--- config.mk ---
export PLATFORM = sky130hd
export DESIGN_NAME = flash_cmd_device_flat
export DESIGN_NICKNAME = d
export VERILOG_FILES = /design/src/logic/flash_cmd_pkg.sv /design/src/logic/spi_link_if.sv /design/src/logic/flash_cmd_device.sv /design/src/flat_wrapper.sv
export SDC_FILE = /design/constraint.sdc
export NUM_CORES = 1
export LEC_CHECK = 0
export ABC_AREA = 1
export BUFFER_PORTS_ARGS = -buffer_cell sky130_fd_sc_hd__clkbuf_2
export CORE_ASPECT_RATIO = 0.9
export CORE_UTILIZATION = 40
export DETAILED_ROUTE_END_ITERATION = 12
export HOLD_SLACK_MARGIN = 0.02
export PLACE_DENSITY_LB_ADDON = 0.12
export SYNTH_ARGS = -nofsm -noshare
export SYNTH_HDL_FRONTEND = slang
export SYNTH_SLANG_ARGS = --single-unit
--- constraint.sdc ---
create_clock -name clock -period 1.95 [get_ports clock]
set_input_delay 0 -clock clock [delete_from_list [all_inputs] [get_ports clock]]
set_output_delay 0 -clock clock [all_outputs]
set_load 0.005 [all_outputs]
--- src/logic/flash_cmd_pkg.sv ---
/*
  Shared constants for the serial flash command interpreter and its host
  controller: opcodes, command classes, identification layout, host register
  map and clock figures.
  Assumes a single 20 MHz system clock on both ends.
*/
package flash_cmd_pkg;

  // system clock and identification clock ceiling
  localparam int CLOCK_HZ                 = 20_000_000;
  localparam int MAX_SERIAL_CLOCK_RATE_HZ = 1_000_000;   // plain default
  // least half period in system clocks, rounded up so the limit is never beaten
  localparam logic [8:0] ID_HALF_CYCLES =
    9'((CLOCK_HZ + 2 * MAX_SERIAL_CLOCK_RATE_HZ - 1) / (2 * MAX_SERIAL_CLOCK_RATE_HZ));

  // opcodes this block reacts to
  localparam logic [7:0] OP_ID_READ    = 8'h9F;
  localparam logic [7:0] OP_SW_RESET   = 8'hF0;
  localparam logic [7:0] OP_STATUS     = 8'hD7;
  localparam logic [7:0] OP_STATUS_OLD = 8'h57;
  localparam logic [7:0] OP_SUSPEND    = 8'hB0;

  // identification stream
  localparam logic [7:0] EXT_INFO_LENGTH = 8'h01;
  localparam logic [5:0] ID_BITS        = 6'h28;  // five bytes
  localparam logic [5:0] ID_LAST_BIT    = 6'h27;
  localparam logic [2:0] reserved_bits  = 3'h0;
  localparam logic [2:0] RESET_BYTES    = 3'h4;

  // host register byte offsets
  localparam logic [4:0] REG_CTRL  = 5'h00;
  localparam logic [4:0] REG_TX    = 5'h04;
  localparam logic [4:0] REG_DIV   = 5'h08;
  localparam logic [4:0] REG_RX_LO = 5'h0C;
  localparam logic [4:0] REG_RX_HI = 5'h10;
  localparam logic [7:0] DIV_RESET = 8'h0F;

  // command classes
  typedef enum logic [4:0] {
    CLASS_NONE = 5'h01,
    CLASS_A    = 5'h02,
    CLASS_B    = 5'h04,
    CLASS_C    = 5'h08,
    CLASS_D    = 5'h10
  } cmd_class_t;

  // sort an opcode into its class; multi-byte sequences go by their first byte
  function automatic cmd_class_t classify(input logic [7:0] op);
    cmd_class_t c;
    c = CLASS_NONE;
    case (op)
      8'hD2, 8'h01, 8'h03, 8'h0B, 8'h1B, 8'hE8, 8'hD1, 8'hD3, 8'hD4, 8'hD6,
      8'h32, 8'h35, 8'h77, 8'h54, 8'h56, 8'h52, 8'h68: c = CLASS_A;
      8'h83, 8'h86, 8'h88, 8'h89, 8'h82, 8'h85, 8'h02, 8'h81, 8'h50, 8'h7C,
      8'hC7, 8'h53, 8'h55, 8'h60, 8'h61, 8'h58, 8'h59: c = CLASS_B;
      8'h84, 8'h87, 8'hD7, 8'h57, 8'h9F:               c = CLASS_C;
      8'h3D, 8'h34, 8'h9B:                             c = CLASS_D;
      default:                                         c = CLASS_NONE;
    endcase
    return c;
  endfunction : classify

endpackage : flash_cmd_pkg

--- src/logic/spi_link_if.sv ---
/*
  Serial link between host controller and flash command interpreter.
  Assumes both ends run on the same system clock; the serial clock is a
  plain signal. A weak pull-up holds the data line high while nobody drives.
*/
`timescale 1ns/1ps
interface spi_link_if;
  logic sclk;    // serial clock, made by the host
  logic cs_n;    // frame select, active low
  logic mosi;    // host to device data
  logic so;      // device output value
  logic so_oe;   // device drives so while high
  wire  miso;    // resolved line level

  // floating line reads as the pull-up level
  assign miso = so_oe ? so : 1'b1;

  modport device (input sclk, input cs_n, input mosi, output so, output so_oe);
  modport host   (output sclk, output cs_n, output mosi, input miso);
endinterface : spi_link_if

--- src/logic/flash_cmd_device.sv ---
/*
  Device end: command interpreter of a serial flash. Decodes opcodes,
  streams the identification bytes, runs the four-byte software reset and
  judges each opcode against the class rules.
  Assumes the array engine reports its self-timed class and raises suspend
  pulses; link pins are asynchronous and are synchronised here.
*/
// Our own choices: the address map and the Avalon-MM register port.
// How it works
// - opcode 9F starts identification output
// - order: maker, two device, length, extended
// - length byte reads 01, one byte follows
// - after extended byte, output floats
// - select release ends read, floats output
// - host keeps identification clock under limit
// - device bytes: family/density, sub/variant fields
// - extended byte: three zero bits, revision
// - F0 plus three zeros aborts program/erase
// - bytes past the fourth are ignored
// - aborted page content is not guaranteed
// - reset spares protection, lockdown, page size
// - reset clears both program-suspend and erase-suspend
// - reset cancels erase suspend, block undefined
// - reset cancels program suspend, page undefined
// - reset only on full bytes, all four
// - opcodes sorted into classes A to D
// - host starts nothing during class A read
// - class C accepted during self-timed class B
// - host sends only status during class D
// - class A accepted while class B suspended
`timescale 1ns/1ps
module flash_cmd_device
  import flash_cmd_pkg::*;
#(
  // identity fields; all values arbitrary
  parameter logic [7:0] MANUFACTURER_CODE = 8'h5A,
  parameter logic [2:0] FAMILY_CODE       = 3'h5,
  parameter logic [4:0] DENSITY_CODE      = 5'h0B,
  parameter logic [2:0] SUB_CODE          = 3'h2,
  parameter logic [4:0] PRODUCT_VARIANT   = 5'h03,
  parameter logic [4:0] SILICON_REVISION  = 5'h07
) (
  input  wire logic       clock,
  input  wire logic       nrst,
  spi_link_if.device      link,
  input  wire logic       b_self_timed,       // class B array cycle running
  input  wire logic       d_self_timed,       // class D register cycle running
  input  wire logic       suspend_prog_one,   // pulse: program via buffer 1 suspended
  input  wire logic       suspend_prog_two,   // pulse: program via buffer 2 suspended
  input  wire logic       suspend_erase,      // pulse: erase suspended
  input  wire logic       resume,             // pulse: suspension resumed
  output logic            program_suspend_buf_one,
  output logic            program_suspend_buf_two,
  output logic            erase_suspend_flag,
  output logic            array_abort,        // pulse: stop program/erase now
  output logic            page_undefined,     // pulse: aborted page left undefined
  output logic            cmd_strobe,         // pulse: an opcode arrived
  output logic [7:0]      cmd_opcode,
  output cmd_class_t      cmd_class,
  output logic            cmd_allowed,
  output logic            id_active           // identification stream in progress
);

  typedef enum logic [4:0] {
    FRAME_IDLE   = 5'h01,  // select high
    FRAME_OPCODE = 5'h02,  // waiting for the first byte
    FRAME_ID     = 5'h04,  // streaming identification
    FRAME_RESET  = 5'h08,  // collecting reset bytes
    FRAME_OTHER  = 5'h10   // command handled elsewhere
  } frame_t;

  typedef struct packed {
    logic [2:0] sclk_s;        // synchroniser chains
    logic [2:0] cs_s;
    logic [2:0] mosi_s;
    logic       sclk_f;        // filtered pin levels
    logic       cs_f;
    logic       mosi_f;
    frame_t     frame;
    logic [7:0] shift;         // incoming byte
    logic [2:0] bit_cnt;       // bits of the current byte
    logic [2:0] byte_cnt;      // whole bytes, saturating at four
    logic       reset_ok;      // trailing reset bytes all zero so far
    logic [5:0] id_bit;        // identification bits already driven
    logic       so;
    logic       so_oe;
    logic       ps_one;
    logic       ps_two;
    logic       erase_susp;
    logic       abort;
    logic       page_undef;
    logic       strobe;
    logic [7:0] opcode;
    cmd_class_t cls;
    logic       allowed;
  } dev_state_t;

  // fixed identification stream, first bit at the top
  localparam logic [39:0] ID_WORD = {MANUFACTURER_CODE,
                                     FAMILY_CODE, DENSITY_CODE,
                                     SUB_CODE, PRODUCT_VARIANT,
                                     EXT_INFO_LENGTH,
                                     reserved_bits, SILICON_REVISION};

  dev_state_t q;        // current state
  dev_state_t next_q;   // next state

  // class rules against the array engine's state
  function automatic logic judge(input logic [7:0] op, input cmd_class_t c,
                                 input logic b_run, input logic d_run, input logic susp);
    logic ok;
    ok = 1'b1;
    if (op == OP_SW_RESET) begin
      ok = 1'b1;                                      // abort must always get through
    end else if (d_run) begin
      ok = (op == OP_STATUS) || (op == OP_STATUS_OLD);
    end else if (b_run) begin
      ok = (c == CLASS_C) || (op == OP_SUSPEND);
    end else if (susp) begin
      ok = (c != CLASS_B) && (c != CLASS_D);
    end
    return ok;
  endfunction : judge

  // next-state logic
  always_comb begin
    logic       sclk_new;
    logic       cs_new;
    logic       mosi_new;
    logic [7:0] byte_in;
    sclk_new = q.sclk_f;
    cs_new   = q.cs_f;
    mosi_new = q.mosi_f;
    byte_in  = {q.shift[6:0], q.mosi_f};
    next_q = q;
    next_q.abort      = 1'b0;
    next_q.page_undef = 1'b0;
    next_q.strobe     = 1'b0;

    // three-stage chains; a level counts once stages two and three agree
    next_q.sclk_s = {q.sclk_s[1:0], link.sclk};
    next_q.cs_s   = {q.cs_s[1:0], link.cs_n};
    next_q.mosi_s = {q.mosi_s[1:0], link.mosi};
    if (q.sclk_s[1] == q.sclk_s[2]) sclk_new = q.sclk_s[2];
    if (q.cs_s[1] == q.cs_s[2]) cs_new = q.cs_s[2];
    if (q.mosi_s[1] == q.mosi_s[2]) mosi_new = q.mosi_s[2];
    next_q.sclk_f = sclk_new;
    next_q.cs_f   = cs_new;
    next_q.mosi_f = mosi_new;
    byte_in = {q.shift[6:0], mosi_new};

    if (cs_new) begin
      // frame end: any bit position ends the read
      next_q.so_oe = 1'b0;
      if (!q.cs_f && q.frame == FRAME_RESET && q.reset_ok &&
          q.byte_cnt == RESET_BYTES && q.bit_cnt == 3'h0) begin
        // only suspend state and the running cycle are touched;
        // protection, lockdown and page size live outside this block
        next_q.abort      = 1'b1;
        next_q.page_undef = b_self_timed | q.ps_one | q.ps_two | q.erase_susp;
        next_q.ps_one     = 1'b0;
        next_q.ps_two     = 1'b0;
        next_q.erase_susp = 1'b0;
      end
      next_q.frame = FRAME_IDLE;
    end else if (q.frame == FRAME_IDLE) begin
      // frame start; host leaves half a period before the first edge
      next_q.frame    = FRAME_OPCODE;
      next_q.bit_cnt  = 3'h0;
      next_q.byte_cnt = 3'h0;
      next_q.reset_ok = 1'b1;
      next_q.id_bit   = 6'h00;
    end else if (sclk_new && !q.sclk_f) begin
      // rising edge: sample, most significant bit first
      next_q.shift   = byte_in;
      next_q.bit_cnt = q.bit_cnt + 3'h1;
      if (q.bit_cnt == 3'h7) begin
        if (q.byte_cnt != RESET_BYTES) next_q.byte_cnt = q.byte_cnt + 3'h1;
        unique case (q.frame)
          FRAME_OPCODE: begin
            next_q.strobe  = 1'b1;
            next_q.opcode  = byte_in;
            next_q.cls     = classify(byte_in);
            next_q.allowed = judge(byte_in, classify(byte_in), b_self_timed,
                                   d_self_timed, q.ps_one | q.ps_two | q.erase_susp);
            if (byte_in == OP_ID_READ) begin
              next_q.frame = FRAME_ID;
            end else if (byte_in == OP_SW_RESET) begin
              next_q.frame = FRAME_RESET;
            end else begin
              next_q.frame = FRAME_OTHER;
            end
          end
          FRAME_RESET: begin
            // bytes past the fourth no longer count
            if (q.byte_cnt != RESET_BYTES && byte_in != 8'h00) begin
              next_q.reset_ok = 1'b0;
            end
          end
          FRAME_ID, FRAME_OTHER, FRAME_IDLE: begin
            next_q.reset_ok = q.reset_ok;                         // no byte action
          end
        endcase
      end
    end else if (!sclk_new && q.sclk_f && q.frame == FRAME_ID) begin
      // falling edge: drive the next identification bit
      if (q.id_bit != ID_BITS) begin
        next_q.so     = ID_WORD[ID_LAST_BIT - q.id_bit];
        next_q.so_oe  = 1'b1;
        next_q.id_bit = q.id_bit + 6'h01;
      end else begin
        next_q.so_oe = 1'b0;
      end
    end

    // suspend flags: a set in the same cycle as a clear wins
    if (resume) begin
      next_q.ps_one = 1'b0;
      next_q.ps_two = 1'b0;
      next_q.erase_susp = 1'b0;
    end
    if (suspend_prog_one) next_q.ps_one = 1'b1;
    if (suspend_prog_two) next_q.ps_two = 1'b1;
    if (suspend_erase) next_q.erase_susp = 1'b1;
  end

  // state register; select and clock chains rest at their idle levels
  always_ff @(posedge clock or negedge nrst) begin
    if (!nrst) begin
      q        <= '0;
      q.cs_s   <= 3'h7;
      q.cs_f   <= 1'b1;
      q.frame  <= FRAME_IDLE;
      q.cls    <= CLASS_NONE;
    end else begin
      q <= next_q;
    end
  end

  // outputs straight from the state register
  assign link.so                 = q.so;
  assign link.so_oe              = q.so_oe;
  assign program_suspend_buf_one = q.ps_one;
  assign program_suspend_buf_two = q.ps_two;
  assign erase_suspend_flag      = q.erase_susp;
  assign array_abort             = q.abort;
  assign page_undefined          = q.page_undef;
  assign cmd_strobe              = q.strobe;
  assign cmd_opcode              = q.opcode;
  assign cmd_class               = q.cls;
  assign cmd_allowed             = q.allowed;
  assign id_active               = (q.frame == FRAME_ID);

endmodule : flash_cmd_device

--- src/flat_wrapper.sv ---
// flat-port wrapper written by rule: the top's interface ports become plain ports
module flash_cmd_device_flat import flash_cmd_pkg::*;
#(
                                          
  parameter logic [7:0] MANUFACTURER_CODE = 8'h5A,
  parameter logic [2:0] FAMILY_CODE       = 3'h5,
  parameter logic [4:0] DENSITY_CODE      = 5'h0B,
  parameter logic [2:0] SUB_CODE          = 3'h2,
  parameter logic [4:0] PRODUCT_VARIANT   = 5'h03,
  parameter logic [4:0] SILICON_REVISION  = 5'h07
)
  (clock, nrst, b_self_timed, d_self_timed, suspend_prog_one, suspend_prog_two, suspend_erase, resume, program_suspend_buf_one, program_suspend_buf_two, erase_suspend_flag, array_abort, page_undefined, cmd_strobe, cmd_opcode, cmd_class, cmd_allowed, id_active, link_sclk, link_cs_n, link_mosi, link_so, link_so_oe);
  spi_link_if link_i ();
  input  wire logic clock;
  input  wire logic nrst;
  input  wire logic b_self_timed;
  input  wire logic d_self_timed;
  input  wire logic suspend_prog_one;
  input  wire logic suspend_prog_two;
  input  wire logic suspend_erase;
  input  wire logic resume;
  output logic program_suspend_buf_one;
  output logic program_suspend_buf_two;
  output logic erase_suspend_flag;
  output logic array_abort;
  output logic page_undefined;
  output logic cmd_strobe;
  output logic [7:0] cmd_opcode;
  output cmd_class_t cmd_class;
  output logic cmd_allowed;
  output logic id_active;
  input wire logic [$bits(link_i.sclk)-1:0] link_sclk;
  input wire logic [$bits(link_i.cs_n)-1:0] link_cs_n;
  input wire logic [$bits(link_i.mosi)-1:0] link_mosi;
  output wire logic [$bits(link_i.so)-1:0] link_so;
  output wire logic [$bits(link_i.so_oe)-1:0] link_so_oe;
  assign link_i.sclk = link_sclk;
  assign link_i.cs_n = link_cs_n;
  assign link_i.mosi = link_mosi;
  assign link_so = link_i.so;
  assign link_so_oe = link_i.so_oe;
  flash_cmd_device #(.MANUFACTURER_CODE(MANUFACTURER_CODE), .FAMILY_CODE(FAMILY_CODE), .DENSITY_CODE(DENSITY_CODE), .SUB_CODE(SUB_CODE), .PRODUCT_VARIANT(PRODUCT_VARIANT), .SILICON_REVISION(SILICON_REVISION)) u_core (.clock(clock), .nrst(nrst), .link(link_i), .b_self_timed(b_self_timed), .d_self_timed(d_self_timed), .suspend_prog_one(suspend_prog_one), .suspend_prog_two(suspend_prog_two), .suspend_erase(suspend_erase), .resume(resume), .program_suspend_buf_one(program_suspend_buf_one), .program_suspend_buf_two(program_suspend_buf_two), .erase_suspend_flag(erase_suspend_flag), .array_abort(array_abort), .page_undefined(page_undefined), .cmd_strobe(cmd_strobe), .cmd_opcode(cmd_opcode), .cmd_class(cmd_class), .cmd_allowed(cmd_allowed), .id_active(id_active));
endmodule
# Word-level counts from Yosys, hierarchy flattened
# Memory sizes are Yosys's and may differ from the RTL's.
# Index checks and enable logic that the tools add are counted.
# word_totals
ff_bits	60
mem_bits_ro	64
in_bits	11
out_inout_bits	23
wordCells	190
n_memories	1
# classes
addsub	4
n_lt_le_gt_ge	1
n_eq_ne	61
n_mux	43
bitwise	8
n_reduce_logical	49
# mem_list
memory	words	width	read_ports	rd_ports_with_merged_regs	wr	line	rtl
(name not given)	64	1	1	0	0	flash_cmd_device.sv:208	next_q.so = ID_WORD[ID_LAST_BIT - q.id_bit];
# op_table
cell	count
8-bit equality test, second input constant	21
8-bit by 7-bit equality test with 1-bit output, second input constant	14
15-bit 2-to-1 mux	5
5-bit 2-to-1 mux	13
17-bit OR reduction	2
8-bit by 6-bit equality test with 1-bit output, second input constant	4
3-bit nonzero test	9
20-bit 2-to-1 mux	1
5-bit case mux with 4 select lines	1
8-bit by 2-bit equality test with 1-bit output, second input constant	2
1-bit 2-to-1 mux	16
8-bit 2-to-1 mux	2
2-bit nonzero test	8
5-bit AND reduction	3
13-bit 2-to-1 mux	1
5-bit by 4-bit equality test with 1-bit output, second input constant	2
1-bit logical AND	9
3-bit AND reduction	3
8-bit by 1-bit equality test with 1-bit output, second input constant	1
8-bit by 4-bit equality test with 1-bit output, second input constant	1
8-bit by 5-bit equality test with 1-bit output, second input constant	1
2-bit AND reduction	4
4-bit AND reduction	2
8-bit nonzero test	1
other kinds (24)	40

# Logic depth before layout (Yosys ltp)
# depth
word_depth	21
ltp_mapped	12
mapped_depth_nobuf	12

# Worst setup path after synthesis
# OpenSTA, ideal clock, no wires.
# synth_path
path_type	reg-to-reg
startpoint	register u_core.q[44] (netlist bit)
endpoint	register u_core.q[26] (netlist bit)
setup_time_ns	0.125
arrival_ns	1.387
t_required_ns	1.825
setup_slack_ns	0.438
stages_incl_launch_ff	10
n_path_buf	0
period_less_slack_ns	1.512
path_cell_list	dfrtp_1 -> nor2_2 -> nand4_2 -> nor3_4 -> nand3_2 -> nand2_4 -> inv_2 -> nor2_2 -> xor2_1 -> nor2_1
# synth_via
elab_chain_len	4
word_cells_on_any_way	8
cone_classes	eq/ne: 3; mux: 1; reduce/logical: 4
# synth_rtl
element	line	rtl
start, declared	flash_cmd_device.sv:105	dev_state_t q;
start signal, assigned	flash_cmd_device.sv:236	q <= next_q;
5-bit by 3-bit equality test with 1-bit output	flash_cmd_device.sv:205	end else if (!sclk_new && q.sclk_f && q.frame == FRAME_ID) begin
1-bit logical AND	flash_cmd_device.sv:205	
2-bit nonzero test (no line)	n/a	
4-bit AND reduction (no line)	n/a	
# Several ways; a longest one is shown, not always the timed one.
# A chain may end at the register's enable or synchronous reset.

# Final worst setup path
# layout_path
startpoint	register u_core.q (netlist bit u_core.next_q[56])
endpoint	register u_core.q (netlist bit u_core.cmd_opcode[6])
# layout_via
elab_chain_len	4
# layout_rtl
element	line	rtl
1-bit equality test	flash_cmd_device.sv:145	if (q.cs_s[1] == q.cs_s[2]) cs_new = q.cs_s[2];
1-bit 2-to-1 mux	flash_cmd_device.sv:145	
1-bit inverter (no line)	n/a	
5-bit AND reduction (no line)	n/a	
# Every way passes these cells.

==> metrics <==
CP Launch Type=register; final period utilization=0.879; setup violators final=0; Placed Area=3310 sq um; TritonCTS clock tree=built; Num CTS Buffers=9; VDD IR max=0.000510 V; sequential share of power=0.417; R2R setup slack=0.24 ns; Logic pwr share=0.256; Synth Register Bits=59; Period minus WS final=1.71 ns; Leakage=1.82 nW; setup TNS=0 ns; Synth Net Count=397; critical-path cell list=a21oi_1 -> nor2_1 -> inv_2 -> nand2_2 -> nor2_4 -> nand2_2 -> buf_4 -> nand2_1 -> o21ai_1; Worst Path Max Fanout=20; critical path's top delay family=simple AND/OR/NAND/NOR gates; Warnings, synthesis=0; # IOs=34; crit end category=register; drt first pass iters=4; core area=7540 sq um; postcts setup bufs=0; Area contributors post-synth=dfrtp_1 (43%), nand2_1 (9.1%), inv_1 (5.7%); Critical path buffers and inverters=2; final non-filler cell total=519; WP depth=9; cell total after placement=494; Slew Limit Headroom=0.500; HP Start=b_self_timed; Die Wd=94.9 um; hpwl dp=5050 um; CTS resizes=0; critical path data arrival time=1.97 ns; Die Y-Extent=85.6 um; number of H-tree levels=3; WL/cell=13.1 um; Sink Count=59; highest-count cells in the layout ignoring fill and taps=nand2_1 (75), dfrtp_1 (53), inv_1 (47), nor2_1 (39), clkbuf_2 (33); Vias/cell=4.90; Total Wirelength=6800 um; top cell type's share of synthesized area=0.427; critical path type=register to register; P_int=0.00237 W; Die Area=8120 sq um; vias after detailed routing=2541; Seq/Total Area, Yosys=0.478; Yosys cell types=32; synthesized instance count=376; Final Hold Viols=0; drt initial violations=231; max cap viols=0; cell mode on critical path=nand2_2; Rows=30; worst r2r src=u_core.next_q[56]$_DFF_PN1_; Root Driver=clkbuf_8; most common cell after layout, fill and taps aside=nand2_1; total congestion overflow=0; largest net degree at the start of global routing=60; power density over the cells=1010 nW/um^2; post-route cell area=3620 sq um; Starting Density=0.412; Clock power frac=0.327; Worst R2R Path Depth=9; PortBufs=33; reg2reg end=u_core.cmd_opcode[6]$_DFFE_PN0P_; Cell Area, Synth=3110 sq um; Sw Ratio=0.352; slew at the pin closest to its max-slew limit=0.750 ns; Critical-path top delay cell=dfstp_2; number of global-route vias before repair=2437; Tot Pwr=0.00366 W; area leader, netlist=dfrtp_1; # DRC=0; antenna viol nets, final=0; CP startpoint=u_core.next_q[56]$_DFF_PN1_; outcome=finished, final reports clean; RSZ-0062 raised after global routing=no; Max Fclk=583 MHz; Synth-to-Final Area Change=16.4%; Switching Power=0.00129 W; Worst-Skew Late Latency=0.33 ns; Slew Viols, Final=0; GR Util All Layers=0.185; Avg Inst Size Synth=8.26 sq um; first-pass GRT wire length=11300 um; layout cell share with drive strength beyond 1=0.208; CTS clock-pin slew for the worst setup and hold paths=0.07 ns; initial antenna violation count=0; Final Net Count=439; Worst setup endpoint=u_core.cmd_opcode[6]$_DFFE_PN0P_; number of diodes=0; Required @ worst endpoint=2.21 ns; Critical Path Max Stage Delay=0.55 ns; RePlAce Congestion=0.927; clk buf depth=2; final setup skew=0.0117 ns; HP Class=input port to register
per-stage QoR:
| step | hold slack [ns] | worst slack, ns | util |
|---|---|---|---|
| 3_3_place_gp | 0.0902 | 0.227 | 0.439 |
| 5_1_grt | 0.138 | 0.0188 | 0.479 |
| 4_1_cts | 0.0663 | 0.219 | 0.479 |
| 2_1_floorplan | -0.296 | 0.438 | - |
| 3_5_place_dp | 0.0888 | 0.223 | 0.439 |
| 6_report | 0.0636 | 0.236 | 0.479 |
worst register-to-register path, stage by stage, from the launching register on:
cell and delay, ns:
dfstp_2 0.55, a21oi_1 0.06, nor2_1 0.19, inv_2 0.13, nand2_2 0.12, nor2_4 0.06, nand2_2 0.13, buf_4 0.25
nand2_1 0.09, o21ai_1 0.07
power groups by stage:
| stage | clock (W) | combinational [W] | sequential [W] |
|---|---|---|---|
| floorplan | 0 | 0.000675 | 0.00149 |
| global placement | 0 | 0.000934 | 0.00154 |
| detailed placement | 0 | 0.000917 | 0.00154 |
| CTS | 0.00124 | 0.000935 | 0.00152 |
| global route | 0.00130 | 0.00107 | 0.00155 |
| finish | 0.00120 | 0.000938 | 0.00153 |
kinds of logic (layout without fill, tap and decap cells):
family | Yosys count | in the layout | synth area share
buffers and inverters | 75 | 122 | 0.111
DFF | 59 | 59 | 0.478
and+or+nand+nor | 171 | 171 | 0.260
xor gates and xnor gates | 3 | 3 | 0.00846
AOI/OAI and AO/OA | 58 | 58 | 0.103
adders and majority gates | 10 | 10 | 0.0403
worst min path at each step:
| stage | to | slack, ns | cells after the start |
|---|---|---|---|
| after global routing | u_core.page_undefined$_DFF_PN0_ | 0.14 | 3 |
| after floorplan | u_core.array_abort$_DFF_PN0_ | -0.30 | 0 |
| final | u_core.page_undefined$_DFF_PN0_ | 0.06 | 3 |
| after global placement | u_core.next_q[55]$_DFF_PN1_ | 0.09 | 1 |
| after CTS | u_core.page_undefined$_DFF_PN0_ | 0.07 | 3 |
| after detailed placement | u_core.next_q[55]$_DFF_PN1_ | 0.09 | 1 |
final cells by class:
type / instances / area, sq um
Tap cell: 96 / 120
Clock inverter: 1 / 30.0
Sequential cell: 59 / 1480
Clock buffer: 15 / 186
Inverter: 58 / 218
Timing Repair Buffer: 48 / 300
Fill cell: 750 / 3930
Multi-Input combinational cell: 242 / 1280
layer usage:
| layer | GRT usage | routed length, um | vias up |
|---|---|---|---|
| li1 | - | - | 1300 |
| met1 | 0.265 | 3460 | 1139 |
| met2 | 0.257 | 2760 | 87 |
| met3 | 0.0532 | 436 | 15 |
| met4 | 0.0840 | 144 | 0 |
| met5 | 0 | 0 | - |
cells in the mapped netlist, drive strengths merged:
master	n
nor2	46
nor3	8
dfrtp	53
nand2	80
o22ai	3
buf	17
nor4	2
a21oi	9
and3	1
nand3	21
o211ai	2
a31oi	2
o31ai	3
ha	10
inv	58
xor2	3
dfstp	6
o2111ai	3
nand4	13
o21ai	36
registers in the layout, indices dropped and copies added (netlist names):
signal and flops:
u_core.page_undefined 1, u_core.erase_suspend_flag 1, u_core.cmd_strobe 1, u_core.next_q 6, u_core.program_suspend_buf_two 1, u_core.link.so_oe 1, u_core.program_suspend_buf_one 1, u_core.cmd_opcode 8
u_core.array_abort 1, u_core.cmd_class 5, u_core.cmd_allowed 1, u_core.link.so 1, u_core.q 31
what timing repair did:
| action | in CTS | in global routing |
|---|---|---|
| hold buffers | 9 | 0 |
| hold endpoints to repair | 60 | 0 |
| endpoints found under the setup margin | 0 | 0 |
Note: power is estimated with default switching activity, not from simulation.
